### config.mk
export PLATFORM = sky130hd
export DESIGN_NAME = acc_calibration_control
export DESIGN_NICKNAME = d
export VERILOG_FILES = /design/src/shared/acc_pkg.sv /design/src/core/acc_calibration_control.sv /design/src/core/acc_edge_align.sv /design/src/core/acc_req_debounce.sv
export VERILOG_INCLUDE_DIRS = /design/src /design/src/shared
export SDC_FILE = /design/constraint.sdc
export NUM_CORES = 1
export LEC_CHECK = 0
export BUFFER_PORTS_ARGS = -buffer_cell sky130_fd_sc_hd__buf_2
export CAP_MARGIN = 15
export CORE_MARGIN = 2
export CORE_UTILIZATION = 55
export DETAILED_ROUTE_END_ITERATION = 8
export PLACE_DENSITY_LB_ADDON = 0.3
export SYNTH_ARGS = -nofsm -noshare
export SYNTH_HDL_FRONTEND = slang
export SYNTH_SLANG_ARGS = --single-unit
### constraint.sdc
create_clock -name core_clk_i -period 8.24 [get_ports core_clk_i]
set_input_delay 1.236 -clock core_clk_i [delete_from_list [all_inputs] [get_ports core_clk_i]]
set_output_delay 1.236 -clock core_clk_i [all_outputs]
set_load 0.01 [all_outputs]
### src/shared/acc_regs.svh
// constants of the converter calibration control block
// assumes one 100 MHz sample clock and an apb slave port
//
// What this block does
// - calibration active output is high exactly while calibration runs
// - power-on calibration starts by itself after a delay from power-up
// - request high at power-up skips power-on calibration entirely
// - calibration starts 80 cycles after the valid request went high
// - analog section stays powered down until the sample clock runs
// - delay select level chooses short or long power-up delay
// - power-down high at power-up holds the delay counter
// - extended control mode forces the short power-up delay
// - output data changes on rising or falling data clock edge
// - sequence is the same whether clock runs at power-up or later
// - power-down during calibration waits until calibration ends
// - requests are ignored while powered down apart from raising the ignored event
`ifndef ACC_REGS_SVH
`define ACC_REGS_SVH

// ----------------------------------------
// register offsets
// ----------------------------------------
`define ACC_CTRL_OFF 12'h000
`define ACC_STATE_OFF 12'h004
`define ACC_IRQ_STATUS_OFF 12'h008
`define ACC_IRQ_MASK_OFF 12'h00C

// ----------------------------------------
// fields and reset values
// ----------------------------------------
`define ACC_CTRL_LEN_MSB 15
`define ACC_CTRL_SWCAL_BIT 16
`define ACC_CAL_LEN_RST 16'h0400
`define ACC_IRQ_MASK_RST 4'h0
`define ACC_EV_START_BIT 0
`define ACC_EV_DONE_BIT 1
`define ACC_EV_IGNORED_BIT 2
`define ACC_EV_DUAL_BIT 3

// ----------------------------------------
// timing counts in sample clock cycles
// ----------------------------------------
`define ACC_DEBOUNCE_LEN 8'h50
`define ACC_DLY_SHORT 32'h0100_0000
`define ACC_DLY_LONG 32'h4000_0000
`define ACC_SYNC_FILL 2'h2

`endif

### src/shared/acc_pkg.sv
// types of the converter calibration control block
// assumes nothing beyond the constants header
`default_nettype none

package acc_pkg;
  typedef enum logic [2:0] {
    ST_SYNC = 3'b000,
    ST_DELAY = 3'b001,
    ST_IDLE = 3'b010,
    ST_CAL = 3'b011,
    ST_PWRDN = 3'b100
  } acc_state_t;
endpackage

`default_nettype wire

### src/core/acc_calibration_control.sv
// calibration sequencer, pin synchronisers and apb register file
// assumes core_clk_i is the sample clock and reset marks power-up
//
// Our own choices: the placing of the registers and register access over APB.
`default_nettype none
`include "acc_regs.svh"

module acc_calibration_control #(
  parameter logic [31:0] DLY_SHORT_CYC = `ACC_DLY_SHORT,
  parameter logic [31:0] DLY_LONG_CYC = `ACC_DLY_LONG
) (
  // clock and reset
  input wire logic core_clk_i,
  input wire logic arst_n_i,
  // apb slave
  input wire logic psel_i,
  input wire logic penable_i,
  input wire logic pwrite_i,
  input wire logic [11:0] paddr_i,
  input wire logic [31:0] pwdata_i,
  output logic [31:0] prdata_o,
  output logic pready_o,
  output logic pslverr_o,
  // control pins
  input wire logic cal_request_i,
  input wire logic full_power_down_i,
  input wire logic calibration_delay_select_i,
  input wire logic output_edge_select_i,
  input wire logic extended_mode_i,
  input wire logic dual_edge_i,
  // sample data and output bus
  input wire logic [7:0] sample_data_i,
  output logic [7:0] output_data_o,
  output logic output_data_clock_o,
  // status
  output acc_pkg::acc_state_t cal_state_o,
  output logic calibration_active_o,
  output logic analog_power_down_o,
  output logic irq_o
);
  import acc_pkg::*;

  // ----------------------------------------
  // pin synchronisers
  // ----------------------------------------
  logic [5:0] pin_meta;
  logic [5:0] pin_sync;
  logic req_s;
  logic dn_s;
  logic dsel_s;
  logic edge_s;
  logic ext_s;
  logic dual_s;

  always_ff @(posedge core_clk_i or negedge arst_n_i) begin
    if (!arst_n_i) begin
      pin_meta <= 6'h00;
      pin_sync <= 6'h00;
    end else begin
      pin_meta <= {dual_edge_i, extended_mode_i, output_edge_select_i,
                   calibration_delay_select_i, full_power_down_i, cal_request_i};
      pin_sync <= pin_meta;
    end
  end

  assign req_s = pin_sync[0];
  assign dn_s = pin_sync[1];
  assign dsel_s = pin_sync[2];
  assign edge_s = pin_sync[3];
  assign ext_s = pin_sync[4];
  assign dual_s = pin_sync[5];

  // ----------------------------------------
  // request filter and output edge
  // ----------------------------------------
  logic deb_start;

  acc_req_debounce u_debounce (
    .core_clk_i (core_clk_i),
    .arst_n_i (arst_n_i),
    .req_i (req_s),
    .start_o (deb_start)
  );

  acc_edge_align u_edge (
    .core_clk_i (core_clk_i),
    .arst_n_i (arst_n_i),
    .edge_sel_i (edge_s),
    .data_i (sample_data_i),
    .data_o (output_data_o),
    .data_clk_o (output_data_clock_o)
  );

  // ----------------------------------------
  // registers
  // ----------------------------------------
  acc_state_t state;
  acc_state_t next_state;
  logic [1:0] sync_cnt;
  logic [31:0] dly_cnt;
  logic [31:0] dly_limit;
  logic [15:0] cal_cnt;
  logic [15:0] cal_len;
  logic [3:0] irq_mask;
  logic [3:0] irq_status;
  logic [3:0] ev;
  logic sw_cal;
  logic cal_go;
  logic dly_done;
  logic cal_last;
  logic wr_en;
  logic rd_setup;

  assign wr_en = psel_i && penable_i && pwrite_i;
  assign rd_setup = psel_i && !penable_i;
  assign cal_go = deb_start || sw_cal;

  // extended mode takes the short delay whatever the select pin says
  always_comb begin
    if (ext_s) dly_limit = DLY_SHORT_CYC;
    else if (dsel_s) dly_limit = DLY_LONG_CYC;
    else dly_limit = DLY_SHORT_CYC;
  end

  assign dly_done = (dly_cnt >= dly_limit - 32'h1) && !dn_s;
  assign cal_last = (cal_cnt >= cal_len - 16'h1) || (cal_len == 16'h0);

  // ----------------------------------------
  // sequencer
  // ----------------------------------------
  // no edges means no progress: the walk from reset is the same whenever
  // the clock starts, which keeps power-up behaviour clock independent
  always_comb begin
    next_state = state;
    unique case (state)
      ST_SYNC: begin
        if (sync_cnt == `ACC_SYNC_FILL) begin
          if (req_s) next_state = ST_IDLE;
          else next_state = ST_DELAY;
        end
      end
      ST_DELAY: begin
        if (dly_done) next_state = ST_CAL;
      end
      ST_IDLE: begin
        if (dn_s) next_state = ST_PWRDN;
        else if (cal_go) next_state = ST_CAL;
      end
      ST_CAL: begin
        if (cal_last) begin
          if (dn_s) next_state = ST_PWRDN;
          else next_state = ST_IDLE;
        end
      end
      ST_PWRDN: begin
        if (!dn_s) next_state = ST_IDLE;
      end
      default: next_state = ST_SYNC;
    endcase
  end

  always_ff @(posedge core_clk_i or negedge arst_n_i) begin
    if (!arst_n_i) state <= ST_SYNC;
    else state <= next_state;
  end

  // waits for the synchronisers to hold real pin levels before deciding
  always_ff @(posedge core_clk_i or negedge arst_n_i) begin
    if (!arst_n_i) sync_cnt <= 2'h0;
    else if (state == ST_SYNC && sync_cnt != `ACC_SYNC_FILL) sync_cnt <= sync_cnt + 2'h1;
  end

  always_ff @(posedge core_clk_i or negedge arst_n_i) begin
    if (!arst_n_i) dly_cnt <= 32'h0;
    else if (state == ST_DELAY && !dn_s) dly_cnt <= dly_cnt + 32'h1;
  end

  always_ff @(posedge core_clk_i or negedge arst_n_i) begin
    if (!arst_n_i) cal_cnt <= 16'h0;
    else if (state == ST_CAL) cal_cnt <= cal_cnt + 16'h1;
    else cal_cnt <= 16'h0;
  end

  assign cal_state_o = state;
  assign calibration_active_o = (state == ST_CAL);

  // held powered down until edges have moved the sequencer out of reset
  always_ff @(posedge core_clk_i or negedge arst_n_i) begin
    if (!arst_n_i) analog_power_down_o <= 1'b1;
    else analog_power_down_o <= (next_state == ST_SYNC) || (next_state == ST_PWRDN);
  end

  // ----------------------------------------
  // events and interrupt
  // ----------------------------------------
  always_comb begin
    ev = 4'h0;
    ev[`ACC_EV_START_BIT] = (next_state == ST_CAL) && (state != ST_CAL);
    ev[`ACC_EV_DONE_BIT] = (state == ST_CAL) && (next_state != ST_CAL);
    ev[`ACC_EV_IGNORED_BIT] = cal_go && (state == ST_PWRDN);
    ev[`ACC_EV_DUAL_BIT] = cal_go && dual_s && (state == ST_IDLE);
  end

  // a new event beats a write-one clear in the same cycle
  always_ff @(posedge core_clk_i or negedge arst_n_i) begin
    if (!arst_n_i) irq_status <= 4'h0;
    else if (wr_en && paddr_i == `ACC_IRQ_STATUS_OFF)
      irq_status <= (irq_status & ~pwdata_i[3:0]) | ev;
    else irq_status <= irq_status | ev;
  end

  always_ff @(posedge core_clk_i or negedge arst_n_i) begin
    if (!arst_n_i) irq_mask <= `ACC_IRQ_MASK_RST;
    else if (wr_en && paddr_i == `ACC_IRQ_MASK_OFF) irq_mask <= pwdata_i[3:0];
  end

  assign irq_o = |(irq_status & irq_mask);

  // ----------------------------------------
  // apb register file
  // ----------------------------------------
  always_ff @(posedge core_clk_i or negedge arst_n_i) begin
    if (!arst_n_i) cal_len <= `ACC_CAL_LEN_RST;
    else if (wr_en && paddr_i == `ACC_CTRL_OFF) cal_len <= pwdata_i[`ACC_CTRL_LEN_MSB:0];
  end

  // software start behaves like a filtered pin request
  always_ff @(posedge core_clk_i or negedge arst_n_i) begin
    if (!arst_n_i) sw_cal <= 1'b0;
    else sw_cal <= wr_en && paddr_i == `ACC_CTRL_OFF && pwdata_i[`ACC_CTRL_SWCAL_BIT];
  end

  // read data captured in the setup cycle so it leaves a flip-flop
  always_ff @(posedge core_clk_i or negedge arst_n_i) begin
    if (!arst_n_i) begin
      prdata_o <= 32'h0;
      pslverr_o <= 1'b0;
    end else if (rd_setup) begin
      pslverr_o <= 1'b0;
      prdata_o <= 32'h0;
      unique case (paddr_i)
        `ACC_CTRL_OFF: prdata_o <= {16'h0, cal_len};
        `ACC_STATE_OFF: prdata_o <= {24'h0, dual_s, dn_s, req_s,
                                     analog_power_down_o, calibration_active_o, state};
        `ACC_IRQ_STATUS_OFF: prdata_o <= {28'h0, irq_status};
        `ACC_IRQ_MASK_OFF: prdata_o <= {28'h0, irq_mask};
        default: pslverr_o <= 1'b1;
      endcase
    end
  end

  assign pready_o = psel_i && penable_i;
endmodule // acc_calibration_control

`default_nettype wire

### src/core/acc_edge_align.sv
// output data clock and output data launch edge
// assumes edge select is already synchronised to core_clk_i
`default_nettype none

module acc_edge_align (
  // clock and reset
  input wire logic core_clk_i,
  input wire logic arst_n_i,
  // data path
  input wire logic edge_sel_i,
  input wire logic [7:0] data_i,
  output logic [7:0] data_o,
  output logic data_clk_o
);
  // data clock runs at half the sample rate, one word per period
  always_ff @(posedge core_clk_i or negedge arst_n_i) begin
    if (!arst_n_i) data_clk_o <= 1'b0;
    else data_clk_o <= !data_clk_o;
  end

  // word launched with the data clock edge the select asks for
  always_ff @(posedge core_clk_i or negedge arst_n_i) begin
    if (!arst_n_i) data_o <= 8'h00;
    else if (data_clk_o != edge_sel_i) data_o <= data_i;
  end
endmodule // acc_edge_align

`default_nettype wire

### src/core/acc_req_debounce.sv
// filter of the on-command calibration request
// assumes the request is already synchronised to core_clk_i
`default_nettype none
`include "acc_regs.svh"

module acc_req_debounce (
  // clock and reset
  input wire logic core_clk_i,
  input wire logic arst_n_i,
  // request level in, start pulse out
  input wire logic req_i,
  output logic start_o
);
  logic prev;
  logic armed;
  logic [7:0] run_cnt;

  always_ff @(posedge core_clk_i or negedge arst_n_i) begin
    if (!arst_n_i) begin
      prev <= 1'b0;
      run_cnt <= 8'h00;
    end else begin
      prev <= req_i;
      if (req_i != prev) run_cnt <= 8'h01;
      else if (run_cnt != `ACC_DEBOUNCE_LEN) run_cnt <= run_cnt + 8'h01;
    end
  end

  // armed only by a full low run, so a request high at power-up never fires
  always_ff @(posedge core_clk_i or negedge arst_n_i) begin
    if (!arst_n_i) armed <= 1'b0;
    else if (start_o) armed <= 1'b0;
    else if (!req_i && req_i == prev && run_cnt == `ACC_DEBOUNCE_LEN) armed <= 1'b1;
  end

  always_ff @(posedge core_clk_i or negedge arst_n_i) begin
    if (!arst_n_i) start_o <= 1'b0;
    else start_o <= armed && req_i && req_i == prev &&
                    run_cnt == `ACC_DEBOUNCE_LEN - 8'h01;
  end
endmodule // acc_req_debounce

`default_nettype wire

==> results by group <==
Route
  • Total wire length: 12100 um
  • Routed WL per cell: 15.1 um
  • Final ANT Viol Nets: 0
  • Vias per cell: 5.50
  • DR vias: 4412
  • DRC violations left: 0
  • Initial drt markers: 352
  • First-pass DRT Iterations: 4

Logic synthesis
  • Synth cell types: 60
  • Post-synth EDFFs: 0
  • Area leader, netlist: dfrtp_1
  • Post-synth ARST share: 100%
  • Synthesis-stage register bit count: 128
  • Post-synthesis sequential area ratio: 50.2%
  • Share of the synthesized area in the top cell type: 49.4%
  • Main synth FF type: dfrtp_1
  • Ys Warns: 0
  • Avg Inst Size Synth: 11.4 sq um
  • Mapped Area: 6390 sq um
  • Cells after Synth: 560
  • Main area contributors after synthesis: dfrtp_1, ha_1, xnor2_1

Clock tree
  • Worst skew pair latency: between 0.4 and 0.5 ns
  • H-tree depth: 4
  • CTS sink count: 128
  • Total setup buffers inserted after CTS: 0
  • CTS tree: yes
  • CTS Buffer Depth: 2
  • Resize count post-CTS: 0
  • Clk pin slew, worst setup/hold paths: about 0.05 ns
  • Root Buffer: clkbuf_16
  • Hold buffer count at CTS: 0
  • TritonCTS Buffers: 17

GRT
  • Number of global-route vias before repair: around 4500
  • Initial antenna violation count: 0
  • Aggregate global-route resource usage: 21.1%
  • First-pass GRT wire length: about 21000 um
  • Largest net degree at the start of global routing: 85
  • GRT overflow: 0

Placement
  • RePlAce Congestion: 0.811
  • IO buf count: 80
  • Area after DPL: 6840 sq um
  • Pre-CTS setup slack: 4.61 ns
  • DP HPWL: 8620 um

Floorplanning
  • Core area: 11400 sq um
  • Num ports: 112
  • Initial Util: 56.2%
  • Chip Width: around 110 um
  • Die area: 12500 sq um
  • Placement row count: 39
  • Die height: between 100 and 150 um

Setup path
  • Critical Path RT: about 8.5 ns
  • Worst path arrival time: 3.93 ns
  • Critical Path End Type: flop
  • R2R depth: 12
  • FF-to-FF setup slack: 4.61 ns
  • Kind of start point of the critical path: flop
  • Worst Path Max Fanout: 5
  • Critical path class: reg -> reg

Timing
  • Fmax: 275 MHz
  • Fin. max-slew vios: 0
  • Min setup slack post-route: 4.61 ns
  • Setup_tns: 0 ns
  • Hold_ws: approximately 0.35 ns
  • Max-Slew Margin vs Limit: 27.0%
  • Slew @ Worst Pin: about 1.1 ns
  • Tmin final: 3.63 ns
  • Tcrit/Tclk final: 44.1%
  • Clk_skew: 0.00589 ns
  • Finish-stage setup viols: 0
  • Final Hold Fails: 0
  • RSZ-0062 raised after global routing: false

Finish
  • FILL cells: 869
  • Layout cells sized above 1: 23.5%
  • Final Net Count: 738
  • Area taken by multi-input logic gates: 2980 sq um
  • Total area of sequential cells: 3210 sq um
  • Final Cell Area: 7470 sq um
  • N_diodes: 0
  • Layout area overhead: 17.0%

Status
  • Outcome: finished, final reports clean

Power
  • VDD IR-drop max: 200 uV
  • P_leak: 3.67 nW
  • PD cells: roughly 220 nW/um^2

Flow run
  • Max cap viols: 0

Min path
  • Worst Hold Class: reg -> reg
  • Worst Hold Path Cells: 0
## layout by cell type, fill, tap and decap left out, drive strengths merged, types with 21 or more instances in the layout
master,n
clkbuf,21
nand2,43
ha,29
mux2,26
xnor2,36
dfrtp,126
nand4,24
xor2,30
nor2,40
buf,82
## power breakdown
group | leakage [nW] | internal, W | total, W | switching (W)
Clock | 0.302 | 0.000496 | 0.000758 | 0.000262
Combinational | 1.69 | 0.0000864 | 0.000197 | 0.000110
Sequential | 1.68 | 0.000667 | 0.000715 | 0.0000481
## layout make-up
class,instances,share of cell area (%)
Sequential cell,128,42.9
Timing Repair Buffer,82,5.86
Multi-Input combinational cell,400,39.9
Tap cell,143,2.39
Clock inverter,11,1.83
Clock buffer,21,6.30
Inverter,17,0.854
## cells in the mapped netlist (3+ instances only)
library cell and number:
a21oi_1 11, a22o_1 10, and2_1 7, and3_1 14, and4_1 6, buf_2 3
buf_4 17, clkbuf_1 8, dfrtp_1 126, ha_1 29, inv_1 17, mux2_1 6
mux2_2 20, mux2i_1 6, mux4_2 3, nand2_1 43, nand2b_1 4, nand3_1 16
nand4_1 24, nor2_1 39, nor3_1 10, nor3b_1 3, nor4_1 6, nor4_4 4
nor4b_1 3, o21ai_0 16, or3_1 3, or4_1 3, xnor2_1 36, xor2_1 30
## state kept, by name (all words and copies together) (netlist names)
signal	flops
u_debounce.start_o	1
analog_power_down_o	1
dly_cnt	32
u_edge.data_o	8
irq_mask	4
cal_len	16
cal_state_o	3
prdata_o	16
pin_meta	6
sw_cal	1
pin_sync	6
u_edge.data_clk_o	1
u_debounce.run_cnt	8
cal_cnt	16
u_debounce.armed	1
irq_status	4
sync_cnt	2
pslverr_o	1
u_debounce.prev	1
## stage by stage
step                total power [W]  cells  util [%]
detailed placement         0.000921    769      60.1
finish                      0.00167    802      65.7
global placement           0.000913    769      60.1
CTS                         0.00169    801      65.5
floorplan                  0.000852    575         -
global route                0.00174    802      65.7
## cells by family (layout without fill, tap and decap cells)
group / count (synthesis) / in the layout / synth area share, %
fa+ha+maj: 29 / 29 / 5.68
other cells: 1 / 16 / 0.0587
buf+inv: 47 / 131 / 4.05
flops: 128 / 128 / 50.2
compound gates: 53 / 53 / 5.58
xor+xnor: 66 / 66 / 9.05
simple gates: 200 / 200 / 18.4
mux: 36 / 36 / 6.99
## per-layer routing
| layer | vias up | part of all wire [%] | global-route usage [%] |
|---|---|---|---|
| met1 | 2176 | 44 | 26.3 |
| met2 | 90 | 50 | 34.5 |
| li1 | 2127 | - | - |
| met3 | 19 | 4.5 | 6.42 |
| met5 | - | 0 | 0 |
| met4 | 0 | 1.7 | 8.48 |
## final timing paths
kind                               endpoint        start
setup / recovery              irq_status[1]   cal_len[0]
hold / removal                  pin_sync[0]  pin_meta[0]
setup reg to reg              irq_status[1]   cal_len[0]
max in group asynchronous       cal_len[10]     arst_n_i
hold reg to reg                 pin_sync[0]  pin_meta[0]
min in group asynchronous  u_edge.data_o[0]     arst_n_i
## critical path, cell delays in order, from the launching register on
cell and delay, ns:
dfrtp_1 0.40, inv_1 0.10, ha_1 0.20, or4b_4 0.49, or3_4 0.42, nor3_1 0.20, xnor2_1 0.15, ha_1 0.24
nand4_1 0.15, o21bai_1 0.10, a211o_1 0.27, or4_4 0.53, a22o_1 0.26
Power figures use the tool's default switching activity.
